File: src/shared/frn_pkg.sv
// shared constants and types for the fractional-n ratio control block
package frn_pkg;
   localparam int INT_W = 12;
   localparam int FRAC_W = 20;
   localparam int RATIO_W = INT_W + FRAC_W;
   localparam int PH_W = 56;
   localparam int ADDR_W = 4;
   localparam int DATA_W = 32;
   localparam int TICK_W = 24;

   localparam logic [ADDR_W-1:0] ADDR_CTRL = 4'h0;
   localparam logic [ADDR_W-1:0] ADDR_STATIC_RATIO = 4'h1;
   localparam logic [ADDR_W-1:0] ADDR_DESIRED_RATIO = 4'h2;
   localparam logic [ADDR_W-1:0] ADDR_STATUS = 4'h3;
   localparam logic [ADDR_W-1:0] ADDR_LOOP_RATIO = 4'h4;

   // ctrl word layout, low bits of the ctrl register
   typedef struct packed {
      logic manual_dynamic;
      logic auto_source;
      logic output_on_unlock;
      logic input_skip_enable;
      logic [1:0] ref_divider_select;
   } frn_ctrl_t;

   localparam int CTRL_W = 6;
   localparam logic [CTRL_W-1:0] CTRL_RST = 6'h10;

   typedef struct packed {
      logic [INT_W-1:0] int_part;
      logic [FRAC_W-1:0] frac_part;
   } frn_ratio_t;

   localparam logic [RATIO_W-1:0] RATIO_RST = 32'h0010_0000;

   typedef enum logic [1:0] {LOOP_IDLE, LOOP_ACQUIRE, LOOP_LOCKED} frn_loop_t;

   // status word bit positions
   localparam int ST_LOCKED = 0;
   localparam int ST_REF_PRESENT = 1;
   localparam int ST_DYNAMIC = 2;
   localparam int ST_ACQUIRE = 3;

   // timing
   localparam longint CLK_HZ = 20_000_000;
   localparam longint SKIP_MS = 20;
   localparam int SKIP_CYCLES_DFLT = int'(SKIP_MS * CLK_HZ / 1000);
   localparam int TIMEOUT_LOG2 = 23;
   localparam int TIMEOUT_TICKS_DFLT = 2 ** TIMEOUT_LOG2;

   // loop gain as extra right shift on top of the period normalisation
   localparam logic [5:0] BW_WIDE_SHIFT = 6'h01;
   localparam logic [5:0] BW_NARROW_SHIFT = 6'h05;
   localparam logic [PH_W:0] LOCK_TOL = 57'h000_0000_0000_4000;
   localparam int LOCK_COUNT_DFLT = 8;
endpackage

File: src/logic/frn_ratio_ctrl.sv
// digital ratio control of a hybrid fractional-n clock synthesizer
// Function
// - the synthesizer output is the timing reference times the ratio n given to the modulator.
// - the modulator varies the integer divide value so its carry density gives the fraction of n.
// - in hybrid mode the loop measures output to reference-input ratio, compares it with the target, and makes n.
// - the loop starts with a wide bandwidth to lock fast and narrows it once locked.
// - n comes from the static stored ratio or from the dynamic loop ratio.
// - the source is chosen automatically by reference-input presence or manually by a control bit.
// - the target ratio against the reference input is turned into a ratio against the divided clock.
// - with skipping on, the loop stays locked through reference gaps of up to 20 ms.
// - the input skip enable bit turns skipping on when set and off when clear.
// - after the reference input stops cleanly, output runs 2^23 divided cycles before unlock is declared.
// - without skipping, a returning input unlocks the loop only while it reacquires, output gated by its setting.
`timescale 1ns/1ps
module frn_ratio_ctrl #(
   parameter int TIMEOUT_TICKS = frn_pkg::TIMEOUT_TICKS_DFLT,
   parameter int SKIP_CYCLES = frn_pkg::SKIP_CYCLES_DFLT,
   parameter int LOCK_COUNT = frn_pkg::LOCK_COUNT_DFLT
) (
   input wire logic mclk,
   input wire logic resetn,
   input wire logic [frn_pkg::ADDR_W-1:0] bus_addr,
   input wire logic [frn_pkg::DATA_W-1:0] bus_wdata,
   input wire logic bus_wr,
   input wire logic bus_rd,
   output logic [frn_pkg::DATA_W-1:0] bus_rdata,
   input wire logic freq_ref_in,
   output logic divided_reference_clock,
   output logic [frn_pkg::INT_W:0] divide_value,
   output logic divide_strobe,
   output logic clock_out_enable,
   output logic pll_locked
);
   function automatic logic [2:0] div_mask(input logic [1:0] sel);
      div_mask = 3'(({3'h0, 1'b1} << sel) - 4'h1);
   endfunction

   function automatic logic [5:0] msb_index(input logic [frn_pkg::TICK_W-1:0] v);
      msb_index = 6'h00;
      for (int i = 0; i < frn_pkg::TICK_W; i++) begin
         if (v[i]) begin
            msb_index = 6'(i);
         end
      end
   endfunction

   // software registers
   frn_pkg::frn_ctrl_t ctrl, next_ctrl;
   frn_pkg::frn_ratio_t static_ratio, next_static_ratio;
   frn_pkg::frn_ratio_t desired_ratio, next_desired_ratio;
   logic [frn_pkg::DATA_W-1:0] next_rdata;
   // loop state
   frn_pkg::frn_loop_t state, next_state;
   frn_pkg::frn_ratio_t loop_n, next_loop_n;
   frn_pkg::frn_ratio_t n_active, next_n_active;
   logic [2:0] div_cnt, next_div_cnt;
   logic sys_tick, next_sys_tick;
   logic ref_d;
   logic [frn_pkg::PH_W-1:0] phase_acc, next_phase_acc;
   logic [frn_pkg::TICK_W-1:0] tick_gap, next_tick_gap;
   logic [31:0] gap_cnt, next_gap_cnt;
   logic [7:0] lock_cnt, next_lock_cnt;
   logic next_locked, next_out_en;
   // combinational helpers
   logic ref_rise, use_dynamic, long_gap, timeout_hit;
   logic signed [frn_pkg::PH_W:0] err, delta;
   logic [frn_pkg::PH_W:0] desired_ext, abs_err;
   logic [5:0] bw_shift;

   // register file
   always_comb begin
      next_ctrl = ctrl;
      next_static_ratio = static_ratio;
      next_desired_ratio = desired_ratio;
      next_rdata = '0;
      if (bus_wr) begin
         case (bus_addr)
            frn_pkg::ADDR_CTRL: next_ctrl = bus_wdata[frn_pkg::CTRL_W-1:0];
            frn_pkg::ADDR_STATIC_RATIO: next_static_ratio = bus_wdata;
            frn_pkg::ADDR_DESIRED_RATIO: next_desired_ratio = bus_wdata;
            default: ;
         endcase
      end
      if (bus_rd) begin
         case (bus_addr)
            frn_pkg::ADDR_CTRL: next_rdata = {{(frn_pkg::DATA_W-frn_pkg::CTRL_W){1'b0}}, ctrl};
            frn_pkg::ADDR_STATIC_RATIO: next_rdata = static_ratio;
            frn_pkg::ADDR_DESIRED_RATIO: next_rdata = desired_ratio;
            frn_pkg::ADDR_STATUS: begin
               next_rdata[frn_pkg::ST_LOCKED] = pll_locked;
               next_rdata[frn_pkg::ST_REF_PRESENT] = state != frn_pkg::LOOP_IDLE;
               next_rdata[frn_pkg::ST_DYNAMIC] = use_dynamic;
               next_rdata[frn_pkg::ST_ACQUIRE] = state == frn_pkg::LOOP_ACQUIRE;
            end
            frn_pkg::ADDR_LOOP_RATIO: next_rdata = loop_n;
            default: next_rdata = '0;
         endcase
      end
   end

   always_ff @(posedge mclk or negedge resetn) begin
      if (!resetn) begin
         ctrl <= frn_pkg::CTRL_RST;
         static_ratio <= frn_pkg::RATIO_RST;
         desired_ratio <= frn_pkg::RATIO_RST;
         bus_rdata <= '0;
      end else begin
         ctrl <= next_ctrl;
         static_ratio <= next_static_ratio;
         desired_ratio <= next_desired_ratio;
         bus_rdata <= next_rdata;
      end
   end

   // divided reference tick, source selection and digital loop
   always_comb begin
      ref_rise = freq_ref_in & ~ref_d;
      next_div_cnt = div_cnt + 3'h1;
      next_sys_tick = (div_cnt & div_mask(ctrl.ref_divider_select)) == div_mask(ctrl.ref_divider_select);
      use_dynamic = ctrl.auto_source ? (state != frn_pkg::LOOP_IDLE) : ctrl.manual_dynamic;
      next_n_active = use_dynamic ? loop_n : static_ratio;
      desired_ext = {{(frn_pkg::PH_W+1-frn_pkg::RATIO_W){1'b0}}, desired_ratio};
      // measured output cycles over one reference period against the target
      err = $signed(desired_ext) - $signed({1'b0, phase_acc});
      abs_err = err[frn_pkg::PH_W] ? 57'(-err) : 57'(err);
      long_gap = {1'b0, phase_acc} > desired_ext + (desired_ext >> 1);
      bw_shift = (state == frn_pkg::LOOP_LOCKED) ? frn_pkg::BW_NARROW_SHIFT : frn_pkg::BW_WIDE_SHIFT;
      // dividing by the period length in divided ticks rescales to the divided clock
      delta = err >>> (msb_index(tick_gap | 24'h000001) + bw_shift);
      timeout_hit = sys_tick && (32'(tick_gap) == 32'(TIMEOUT_TICKS - 1));
      next_state = state;
      next_loop_n = loop_n;
      next_lock_cnt = lock_cnt;
      next_phase_acc = sys_tick ? phase_acc + {{(frn_pkg::PH_W-frn_pkg::RATIO_W){1'b0}}, n_active} : phase_acc;
      next_tick_gap = (sys_tick && tick_gap != '1) ? tick_gap + 24'h000001 : tick_gap;
      next_gap_cnt = (gap_cnt == 32'(SKIP_CYCLES + 1)) ? gap_cnt : gap_cnt + 32'h1;
      if (ref_rise) begin
         // a tick in the edge cycle opens the next period, so no tick drops out of the measurement
         next_phase_acc = sys_tick ? {{(frn_pkg::PH_W-frn_pkg::RATIO_W){1'b0}}, n_active} : '0;
         next_tick_gap = '0;
         next_gap_cnt = '0;
         case (state)
            frn_pkg::LOOP_IDLE: begin
               next_state = frn_pkg::LOOP_ACQUIRE;
               next_lock_cnt = '0;
            end
            frn_pkg::LOOP_ACQUIRE, frn_pkg::LOOP_LOCKED: begin
               if (long_gap) begin
                  if (ctrl.input_skip_enable && state == frn_pkg::LOOP_LOCKED
                      && gap_cnt <= 32'(SKIP_CYCLES)) begin
                     next_state = frn_pkg::LOOP_LOCKED;
                  end else begin
                     next_state = frn_pkg::LOOP_ACQUIRE;
                     next_lock_cnt = '0;
                  end
               end else begin
                  next_loop_n = loop_n + delta[frn_pkg::RATIO_W-1:0];
                  if (abs_err > frn_pkg::LOCK_TOL) begin
                     next_lock_cnt = '0;
                  end else if (lock_cnt != 8'(LOCK_COUNT)) begin
                     next_lock_cnt = lock_cnt + 8'h01;
                  end
                  if (state == frn_pkg::LOOP_ACQUIRE && abs_err <= frn_pkg::LOCK_TOL
                      && lock_cnt == 8'(LOCK_COUNT - 1)) begin
                     next_state = frn_pkg::LOOP_LOCKED;
                  end
               end
            end
            default: next_state = frn_pkg::LOOP_IDLE;
         endcase
      end else if (timeout_hit && state != frn_pkg::LOOP_IDLE) begin
         next_state = frn_pkg::LOOP_IDLE;
         next_lock_cnt = '0;
      end
      // plain synthesizer mode is locked to the timing reference
      next_locked = use_dynamic ? (state == frn_pkg::LOOP_LOCKED) : 1'b1;
      next_out_en = next_locked | ctrl.output_on_unlock;
   end

   always_ff @(posedge mclk or negedge resetn) begin
      if (!resetn) begin
         state <= frn_pkg::LOOP_IDLE;
         loop_n <= frn_pkg::RATIO_RST;
         n_active <= frn_pkg::RATIO_RST;
         div_cnt <= '0;
         sys_tick <= 1'b0;
         ref_d <= 1'b0;
         phase_acc <= '0;
         tick_gap <= '0;
         gap_cnt <= '0;
         lock_cnt <= '0;
         pll_locked <= 1'b0;
         clock_out_enable <= 1'b0;
      end else begin
         state <= next_state;
         loop_n <= next_loop_n;
         n_active <= next_n_active;
         div_cnt <= next_div_cnt;
         sys_tick <= next_sys_tick;
         ref_d <= freq_ref_in;
         phase_acc <= next_phase_acc;
         tick_gap <= next_tick_gap;
         gap_cnt <= next_gap_cnt;
         lock_cnt <= next_lock_cnt;
         pll_locked <= next_locked;
         clock_out_enable <= next_out_en;
      end
   end

   assign divided_reference_clock = sys_tick;

   // n drives the modulator once per divided tick
   frn_dsm #(.INT_W(frn_pkg::INT_W), .FRAC_W(frn_pkg::FRAC_W)) u_dsm (
      .mclk(mclk),
      .resetn(resetn),
      .en(sys_tick),
      .ratio(n_active),
      .div_value(divide_value),
      .div_strobe(divide_strobe)
   );
endmodule // frn_ratio_ctrl

File: src/logic/frn_dsm.sv
// first-order delta-sigma modulator of the loop divide value
`timescale 1ns/1ps
module frn_dsm #(
   parameter int INT_W = 12,
   parameter int FRAC_W = 20
) (
   input wire logic mclk,
   input wire logic resetn,
   input wire logic en,
   input wire logic [INT_W+FRAC_W-1:0] ratio,
   output logic [INT_W:0] div_value,
   output logic div_strobe
);
   logic [FRAC_W-1:0] acc;
   logic [FRAC_W-1:0] next_acc;
   logic [INT_W:0] next_div_value;
   logic next_div_strobe;
   logic [FRAC_W:0] sum;

   always_comb begin
      // carry density equals the fraction
      sum = {1'b0, acc} + {1'b0, ratio[FRAC_W-1:0]};
      next_acc = acc;
      next_div_value = div_value;
      next_div_strobe = en;
      if (en) begin
         next_acc = sum[FRAC_W-1:0];
         next_div_value = {1'b0, ratio[INT_W+FRAC_W-1:FRAC_W]} + {{INT_W{1'b0}}, sum[FRAC_W]};
      end
   end

   always_ff @(posedge mclk or negedge resetn) begin
      if (!resetn) begin
         acc <= '0;
         div_value <= '0;
         div_strobe <= 1'b0;
      end else begin
         acc <= next_acc;
         div_value <= next_div_value;
         div_strobe <= next_div_strobe;
      end
   end
endmodule // frn_dsm

File: config.mk
export PLATFORM = sky130hd
export DESIGN_NAME = frn_ratio_ctrl
export DESIGN_NICKNAME = d
export VERILOG_FILES = /design/src/shared/frn_pkg.sv /design/src/logic/frn_ratio_ctrl.sv /design/src/logic/frn_dsm.sv
export SDC_FILE = /design/constraint.sdc
export NUM_CORES = 1
export LEC_CHECK = 0
export BUFFER_PORTS_ARGS = -buffer_cell sky130_fd_sc_hd__buf_4
export CAP_MARGIN = 10
export CORE_UTILIZATION = 55
export CTS_BUF_LIST = sky130_fd_sc_hd__clkbuf_16
export CTS_CLUSTER_SIZE = 14
export DETAILED_ROUTE_END_ITERATION = 12
export PLACE_DENSITY = 0.77
export SYNTH_ARGS = -nofsm -noshare
export SYNTH_HDL_FRONTEND = slang
export SYNTH_SLANG_ARGS = --single-unit
File: constraint.sdc
create_clock -name mclk -period 7.95 [get_ports mclk]
set_input_delay 1.59 -clock mclk [delete_from_list [all_inputs] [get_ports mclk]]
set_output_delay 1.59 -clock mclk [all_outputs]
set_load 0.005 [all_outputs]
== Word-level counts from Yosys, hierarchy flattened ==
Index checks and enable logic that the tools add are counted.

* Equality and inequality tests: 17
* Multiplexer cells: 51
* Shifts and indexed selects: 2
* Magnitude comparators: 4
* Reduce and logical (&&, ||, !) cells: 20
* Add/sub/neg operators: 13
* Bitwise logic cells: 5

{| class="wikitable"
|+ Operators with widths
! kind !! number
|-
| $mux W32 || 5
|-
| $mux W6 || 22
|-
| $mux W56 || 2
|-
| $pmux W28 S4 || 1
|-
| $gt A57 B15 Y1 const B || 1
|-
| $le A57 B15 Y1 const B || 1
|-
| $mux W57 || 1
|-
| $neg A57 Y57 || 1
|-
| $sshr A57 B6 Y32 || 1
|-
| $sub A32 B56 Y57 || 1
|-
| $add A56 B32 Y56 || 1
|-
| $gt A56 B33 Y1 || 1
|-
| $mux W24 || 2
|-
| $mux W8 || 6
|-
| $add A32 B31 Y33 || 1
|-
| $add A32 B1 Y32 const B || 1
|-
| $add A32 B32 Y32 || 1
|-
| $eq A32 B19 Y1 const B || 1
|-
| $le A32 B19 Y1 const B || 1
|-
| $add A24 B1 Y24 const B || 1
|-
| $eq A24 B23 Y1 const B || 1
|-
| $ne A24 B24 Y1 const B || 1
|-
| $add A20 B20 Y21 || 1
|-
| $pmux W4 S5 || 1
|-
| 35 further kinds || 56
|}

* Logic and storage cells: 139
* Flip-flop bits (word level): 329
* Output and inout bits: 49
* Bits of input ports: 41

== Logic depth before layout (Yosys ltp) ==
Gate-level depths: netlist (run 1).

* Depth in word-level cells: 26
* Depth in mapped cells: 39
* Mapped depth without buffers: 34

== By module ==
A second synthesis (run 1) with hierarchy kept.

* Cells, all modules: 3326
* Area total of the unflattened synthesis: 27747.9 um^2

{| class="wikitable"
|+ By module, submodules not included
! module !! sequential area each (um^2) !! area each (um^2) !! cells each !! instances
|-
| frn_ratio_ctrl || 7388.3 || 25144.1 || 3052 || 1
|-
| frn_dsm || 850.8 || 2603.7 || 274 || 1
|}

== Worst setup path after synthesis (run 1) ==
Ideal clock, no wire load.

* Path kind: register -> register
* Start point: register tick_gap[4] (netlist bit)
* End point: register loop_n[30] (netlist bit)
* Path slack: -215 ps
* Clock period less this slack: 8165 ps
* Cell stages (with the launch flop): 39
* Data arrival time: 8040 ps
* Data required time: 7825 ps
* Library setup time: 125 ps
* Path buffers: 7
* Path through: dfrtp_1 > clkbuf_1 > o21bai_1 > a21oi_1 > o21bai_1 > a21oi_1 > o221ai_1 > a21oi_1 > nor2_1 > clkinv_1 > buf_1 > buf_1 > clkbuf_1 > ha_1 > clkbuf_1 > clkbuf_1 > clkbuf_1 > o21ai_0 > [3 not listed] > o21ai_0 > ha_1 > fa_1 > a21o_1 > a21oi_1 > o21bai_1 > a2111oi_0 > o31ai_1 > o211ai_1 > a31oi_1 > nand4_1 > a41oi_1 > o21ai_0 > and2_1 > o211ai_1 > a31oi_1 > xnor2_1 > mux2_2

* Longest elaborated chain between the ends: 23

{| class="wikitable"
|+ Ends and longest elaborated chain
! element !! line !! source
|-
| from (decl) || frn_ratio_ctrl.sv:60 || <nowiki>logic [frn_pkg::TICK_W-1:0] tick_gap, next_tick_gap;</nowiki>
|-
| from (signal assigned) || frn_ratio_ctrl.sv:202 || <nowiki>tick_gap <= next_tick_gap;</nowiki>
|-
| $mux W6 (20 in series) || frn_ratio_ctrl.sv:41 || <nowiki>if (v[i]) begin</nowiki>
|-
| $add A6 B3 Y6 || frn_ratio_ctrl.sv:129 || <nowiki>delta = err >>> (msb_index(tick_gap | 24'h000001) + bw_shift);</nowiki>
|-
| $sshr A57 B6 Y32 || frn_ratio_ctrl.sv:129 ||
|-
| $add A32 B32 Y32 || frn_ratio_ctrl.sv:157 || <nowiki>next_loop_n = loop_n + delta[frn_pkg::RATIO_W-1:0];</nowiki>
|-
| to (signal assigned) || frn_ratio_ctrl.sv:183 || <nowiki>loop_n <= frn_pkg::RATIO_RST;</nowiki>
|-
| to (signal assigned) || frn_ratio_ctrl.sv:196 || <nowiki>loop_n <= next_loop_n;</nowiki>
|-
| to (decl) || frn_ratio_ctrl.sv:54 || <nowiki>frn_pkg::frn_ratio_t loop_n, next_loop_n;</nowiki>
|}

Every way passes these cells.
A chain may end at the register's enable or synchronous reset.

== Final worst setup path (run 1) ==
* Start point: register desired_ratio (netlist bit desired_ext[0])
* End point: register loop_n[31] (netlist bit)

* Longest elaborated chain between the ends: 4
* Elaborated cells between the ends (all ways): 7
* Those cells by class: add/sub: 3; order compare: 1; shift: 1; bitwise: 1; reduce/logical: 1

{| class="wikitable"
|+ Ends and longest elaborated chain
! element !! line !! source
|-
| from (decl) || frn_ratio_ctrl.sv:50 || <nowiki>frn_pkg::frn_ratio_t desired_ratio, next_desired_ratio;</nowiki>
|-
| from (signal assigned) || frn_ratio_ctrl.sv:105 || <nowiki>desired_ratio <= frn_pkg::RATIO_RST;</nowiki>
|-
| from (signal assigned) || frn_ratio_ctrl.sv:110 || <nowiki>desired_ratio <= next_desired_ratio;</nowiki>
|-
| parallel branches: the longest is 4 deep, another holds $sub A32 B56 Y57 || n/a ||
|}

Parallel ways; which one is timed is not known.

==> results of run 1 <==
[cells in the final DEF, fill, tap and decap left out, drive strengths merged, types with 36 or more instances in the layout]
cell type	instances
a211oi	39
a21o	50
a21oi	247
and2	36
and3	47
buf	187
clkbuf	40
dfrtp	324
ha	196
inv	104
mux2	144
mux2i	86
nand2	282
nand3	87
nor2	329
nor3	89
o21ai	226
or3	43
xnor2	100
xor2	106
[flip-flops by register name, summed over array words and instances, names as in the netlist, 2 cells and up]
register / count
u_dsm.div_value: 13
n_active: 32
state: 2
tick_gap: 24
phase_acc: 56
bus_rdata: 32
u_dsm.acc: 20
lock_cnt: 8
desired_ext: 32
gap_cnt: 32
div_cnt: 3
static_ratio: 32
ctrl: 6
loop_n: 32
[worst paths after layout]
kind / startpoint / end / slack (ns) / depth (start not counted)
worst max-delay path: desired_ext[0] / loop_n[31] / 0.37 / 32
worst min-delay path: div_cnt[2] / div_cnt[2] / 0.46 / 1
worst max register to register: desired_ext[0] / loop_n[31] / 0.37 / 32
worst min register to register: div_cnt[2] / div_cnt[2] / 0.46 / 1
max in group asynchronous: resetn / phase_acc[46] / 5.29 / 2
min in group asynchronous: resetn / u_dsm.acc[8] / 1.08 / 1
[layer usage]
| metal | global-route usage [%] | up-vias | share of wire [%] |
|---|---|---|---|
| met3 | 4.656 | 210 | 6.9 |
| met5 | 0 | - | 0 |
| met4 | 15.51 | 0 | 4.6 |
| met1 | 45.33 | 12278 | 42 |
| met2 | 55.98 | 1003 | 47 |
| li1 | - | 11750 | - |
[area by class of cell]
type                            count  area (um2)  share of cell area, %
Multi-Input combinational cell   2588       18030                  59.45
Clock buffer                       40        1001                  3.300
Clock inverter                     31       434.2                  1.432
Timing Repair Buffer              187        1461                  4.819
Tap cell                          615       769.5                  2.537
Sequential cell                   329        8240                  27.17
Inverter                          104       390.4                  1.287
[cells by family (layout without fill, tap and decap cells)]
| logic type | after synthesis | count (layout) |
|---|---|---|
| xor+xnor | 206 | 206 |
| flops | 329 | 329 |
| fa+ha+maj | 201 | 201 |
| compound gates | 842 | 842 |
| mux | 242 | 242 |
| simple gates | 1097 | 1097 |
| buf+inv | 258 | 362 |
[through the flow]
step	worst slack (ns)	TNS (ns)	instance area [um2]	instances	utilization [%]
2_1_floorplan	0.1150	0	27010	3175	-
3_3_place_gp	0.2482	0	28690	3819	59.72
3_5_place_dp	0.1749	0	28690	3819	59.72
4_1_cts	0.1028	0	30130	3890	62.70
5_1_grt	-0.01470	-0.01470	30330	3894	63.12
6_report	0.3677	0	30330	3894	63.12
[worst register-to-register path: cells and delay by family (launching register included)]
kind | cells | cell delay, ns
simple gates | 7 | 1.55
xor+xnor | 3 | 0.55
fa+ha+maj | 3 | 1.07
flops | 1 | 0.39
compound gates | 15 | 2.99
buf+inv | 3 | 0.40
mux | 1 | 0.53
[what timing repair did]
action                     CTS  global route
buffers inserted             0             4
hold buffers                 0             0
setup endpoints to repair    0            42
gates resized for setup      0            39
==> run summary, run 1 <==
### Floorplan
* 223.6 um — die width
* 223.6 um — Die Y
* 80 — std cell rows
* 90 — top-level port count
* 48050 um2 — core area
* 56.22% — starting utilization of the core area
* 50000 um2 — die area

### Synthesis
* 30.02% — area share of the leading cell type in the synthesized netlist
* 8.507 um2 — Avg Synthesized Cell Area
* dfrtp_1 (30%), ha_1 (9.1%), mux2_2 (6.0%), a21oi_1 (4.6%), nor2_1 (4.6%) — Area contributors post-synth
* 10.19% — fraction of synthesized area in multiplexers
* dfrtp_1 — post-synth top area cell
* 0 — EDFF count, synth
* 27010 um2 — cell area after synthesis
* 329 — flip-flop and latch count after synthesis
* nor2_1 — most instantiated library cell after synthesis
* 3417 — Mapped Nets
* 19.86% — area fraction in compound gates after synthesis
* compound AO/OA/AOI/OAI gates — combinational family with the most area after synthesis
* 9.450% — Adder-Cell Fraction of Synth Area
* 97 — number of unique standard cell types used by synthesis
* 3175 — post-synthesis cell count
* 30.50% — register area share after synthesis
* 6.680% — fraction of synthesized cell area in xor and xnor cells
* 100.0% — Async SR Flop Fraction
* 19.58% — basic-gate share of the synthesized area counting and, or, nand and nor cells
* dfrtp_1 — commonest register cell after synthesis
* nor2_1 (328), dfrtp_1 (324), nand2_1 (281) — commonest cells in the synthesized netlist
* 0 — YS warnings

### Job
* 0 — number of violations of the max-capacitance limit

### Clocking
* 2 — # H-tree levels
* clkbuf_16 — master cell of the clock root buffer
* 39 — total CTS buffers
* 3 — maximum count of clock buffers along a single path
* built — CTS tree
* 0.06 ns — register clock-pin slew on the reported worst setup and hold paths
* 329 — sinks on the clock net
* 0.58 ns — insertion delay to the later sink of the worst-skew pair

### Critical path
* reg -> reg — Worst Path Class, Setup
* 6 — maximum fanout along the worst path
* 8.40 ns — Worst EP required
* flop — category of the worst setup path capture point
* 8.04 ns — signal arrival time at the worst endpoint
* or4_1 — standard cell with the maximum stage delay on the critical path
* flop — kind of start point of the critical path
* 0.60 ns — worst stage delay on the critical path
* 3 — worst path bufs/invs
* compound AO/OA/AOI/OAI gates — Worst path top cell family by delay

### Routing
* 0 — total DRC errors in the routed layout
* 2315 — drt initial violations
* 8 — Detailed Routing Iterations Pass 1
* 0 — count of nets left with antenna violations after detail routing
* 6.482 — vias per cell
* 22.12 um — Avg WL per Cell
* 86150 um — total length of routed wires
* 25241 — via count

### Placement
* 89 — # port buffers
* 65030 um — Detailed Place HPWL
* 1.014 — routability congestion estimate from global placement

### Timing
* 7.582 ns — shortest period the worst path allows
* 23.73% — Max-Slew Margin vs Limit
* 95.38% — portion of the clock cycle consumed by the worst path in the final layout
* 0 — Pins Over Slew Limit
* 1.115 ns — transition at the pin with the smallest max-transition slack
* 0.02911 ns — Clock Skews
* 0 — Fin. Hold Viols
* 131.9 MHz — achievable frequency
* 0.4588 ns — tightest hold margin
* 0 — count of endpoints failing setup in the final report

### Cells and area
* 3491 — Net count, final
* 12.28% — area growth from synthesis to final layout
* 4028 — number of filler cells placed in the layout
* 0 — diode count
* 15.16% — layout cells sized above 1

### Global route
* 109 — largest net degree at the start of global routing
* 34.29% — overall track demand over capacity in global routing
* 24575 — via count of the first global-routing pass
* 135700 um — global-route wire length before repair
* 0 — total gr overflow
* 0 — number of antenna violations at the first check in global routing

### Min path
* reg -> reg — HP Class

### Status
* finished, final reports clean — status

Power of run 1 is not shown: default switching activity piles up to over one toggle a cycle in this logic, so the estimate is an artifact.
==> run 2: changes to the inputs <==
==> constraint.sdc (replaced) <==
create_clock -name mclk -period 7.95 [get_ports mclk]
set_input_delay 1.59 -clock mclk [delete_from_list [all_inputs] [get_ports mclk]]
set_output_delay 1.59 -clock mclk [all_outputs]
set_load 0.05 [all_outputs]
==> run 2 against run 1 <==
Cell count is 0.13% higher. Via count is 0.19% higher. Flip-flop and latch count stayed put. Fmax down 0.97%. First-iteration DRC count grew 7.2%. Count of clock-buffer cells in the layout unchanged. Die area stayed put. Register-to-register slack worse by 0.07 ns. Setup slack worse by 0.074 ns. Global-route usage decreased by 0.73 points. Sequential share of layout area up 0.14 points. Worst hold slack worse by 0.046 ns. Largest cell class unchanged.
==> run summary, run 2 (synthesized netlist as in run 1, its figures left out) <==
### Status
* finished, final reports clean — status, unchanged

### Routing
* 6.486 — vias per cell, was 6.482
* 21.92 um — Avg WL per Cell, was 22.12 um
* 25290 — via count, was 25241
* 0 — total DRC errors in the routed layout, unchanged
* 0 — count of nets left with antenna violations after detail routing, unchanged
* 2482 — drt initial violations, was 2315
* 85450 um — total length of routed wires, was 86150 um
* 6 — Detailed Routing Iterations Pass 1, was 8

### Critical path
* o21ai_0 — most used cell along the critical path
* 8.41 ns — Worst EP required, was 8.40 ns
* a2111oi_1 — standard cell with the maximum stage delay on the critical path, was or4_1
* reg -> reg — Worst Path Class, Setup, unchanged
* 5 — maximum fanout along the worst path, was 6
* flop — category of the worst setup path capture point, unchanged
* flop — kind of start point of the critical path, unchanged
* 0.58 ns — worst stage delay on the critical path, was 0.60 ns
* 8.11 ns — signal arrival time at the worst endpoint, was 8.04 ns

### Clocking
* 3 — maximum count of clock buffers along a single path, unchanged
* built — CTS tree, unchanged
* 0.06 ns — register clock-pin slew on the reported worst setup and hold paths, about the same
* clkbuf_16 — master cell of the clock root buffer, unchanged
* 2 — # H-tree levels, unchanged
* 0.57 ns — insertion delay to the later sink of the worst-skew pair, was 0.58 ns
* 329 — sinks on the clock net, unchanged
* 0 — Post-CTS Hold Buffers, unchanged
* 39 — total CTS buffers, unchanged

### Floorplan
* 223.6 um — Die Y, unchanged
* 90 — top-level port count, unchanged
* 48050 um2 — core area, unchanged
* 80 — std cell rows, unchanged
* 50000 um2 — die area, unchanged
* 56.22% — starting utilization of the core area, unchanged
* 223.6 um — die width, unchanged

### Timing
* 7.657 ns — shortest period the worst path allows, was 7.582 ns
* 0.9257 ns — transition at the pin with the smallest max-transition slack, was 1.115 ns
* 0 — count of endpoints failing setup in the final report, unchanged
* 0.01924 ns — Clock Skews, was 0.02911 ns
* 0 — Fin. Hold Viols, unchanged
* 0 — Pins Over Slew Limit, unchanged
* 36.69% — Max-Slew Margin vs Limit, was 23.73%
* 96.31% — portion of the clock cycle consumed by the worst path in the final layout, was 95.38%
* 130.6 MHz — achievable frequency, was 131.9 MHz
* 0 ns — final setup TNS, unchanged

### Cells and area
* 3498 — Net count, final, was 3491
* 14.71% — layout cells sized above 1, was 15.16%
* nor2_1 (323), dfrtp_1 (323), nand2_1 (281) — most frequent cells in the layout, was dfrtp_1 (323), nor2_1 (322), nand2_1 (281)
* 11.70% — area growth from synthesis to final layout, was 12.28%
* 4047 — number of filler cells placed in the layout, was 4028
* 56 — max reg flops, unchanged
* phase_acc — register with the most flip-flops, unchanged

### Global route
* 1 — number of antenna violations at the first check in global routing, was 0
* 33.57% — overall track demand over capacity in global routing, was 34.29%
* 0 — total gr overflow, unchanged
* 133300 um — global-route wire length before repair, was 135700 um
* 151 — largest net degree at the start of global routing, was 109
* 24592 — via count of the first global-routing pass, was 24575

### Job
* 0 — number of violations of the max-capacitance limit, unchanged

### Min path
* reg -> reg — HP Class, unchanged

### Placement
* 0.9949 — routability congestion estimate from global placement, was 1.014
* 64570 um — Detailed Place HPWL, was 65030 um
* 89 — # port buffers, unchanged

## run 2: cell count changes in the layout (fill, tap and decap cells not counted), moves of 3 or more
cell | before | now
clkinv_2 | 11 | 3
buf_4 | 182 | 189
bufinv_16 | 10 | 5
clkinv_1 | 7 | 12
inv_1 | 102 | 107
o21ai_0 | 205 | 208
## run 2: cell type report
class / count / area [um2] / share of cell area (%)
Antenna cell: 1 / 2.502 / 0.008294
Clock buffer: 40 / 1001 / 3.318
Clock inverter: 28 / 279.0 / 0.9248
Inverter: 104 / 390.4 / 1.294
Multi-Input combinational cell: 2588 / 17970 / 59.58
Sequential cell: 329 / 8240 / 27.31
Tap cell: 615 / 769.5 / 2.550
Timing Repair Buffer: 194 / 1514 / 5.018
## run 2: what timing repair did
| item | CTS | global route |
|---|---|---|
| hold endpoints to repair | 0 | 0 |
| setup buffers | 0 | 6 |
| endpoints found under the setup margin | 0 | 42 |
| resized for setup | 0 | 26 |
## run 2: through the flow
| stage | util (%) | cell area (um2) | instances | hold slack [ns] | setup WS, ns |
|---|---|---|---|---|---|
| finish | 62.80 | 30170 | 3899 | 0.4125 | 0.2933 |
| global route | 62.79 | 30170 | 3898 | 0.4199 | -0.1653 |
| CTS | 62.46 | 30010 | 3892 | 0.4099 | 0.2056 |
| detailed placement | 59.79 | 28730 | 3824 | 0.3937 | 0.2644 |
| global placement | 59.79 | 28730 | 3824 | 0.3940 | 0.3674 |
| floorplan | - | 27010 | 3175 | 0.4225 | 0.1150 |
## run 2: path summary, 6_finish.rpt
kind	cells past startpoint	from	slack [ns]	to
min in group asynchronous	1	resetn	1.04	u_dsm.acc[7]
setup reg to reg	34	desired_ext[0]	0.29	loop_n[30]
hold reg to reg	0	divided_reference_clock	0.41	u_dsm.div_strobe
max in group asynchronous	2	resetn	5.34	phase_acc[46]
hold / removal	0	divided_reference_clock	0.41	u_dsm.div_strobe
setup / recovery	34	desired_ext[0]	0.29	loop_n[30]
## run 2: critical path: cells and delay by family, from the launching register on
kind | cells | cell delay [ns]
mux | 2 | 0.46
flops | 1 | 0.40
simple gates | 5 | 0.98
fa+ha+maj | 4 | 1.27
buf+inv | 3 | 0.43
xor+xnor | 2 | 0.32
compound gates | 18 | 3.69
## run 2: routing by layer
layer	global-route usage [%]	up-vias	share of wire (%)
met4	14.41	0	4.3
met3	4.171	224	6.6
met5	0	-	0
li1	-	11763	-
met2	55.71	1044	47
met1	44.13	12259	42
Power of run 2 is left out for the same reason.
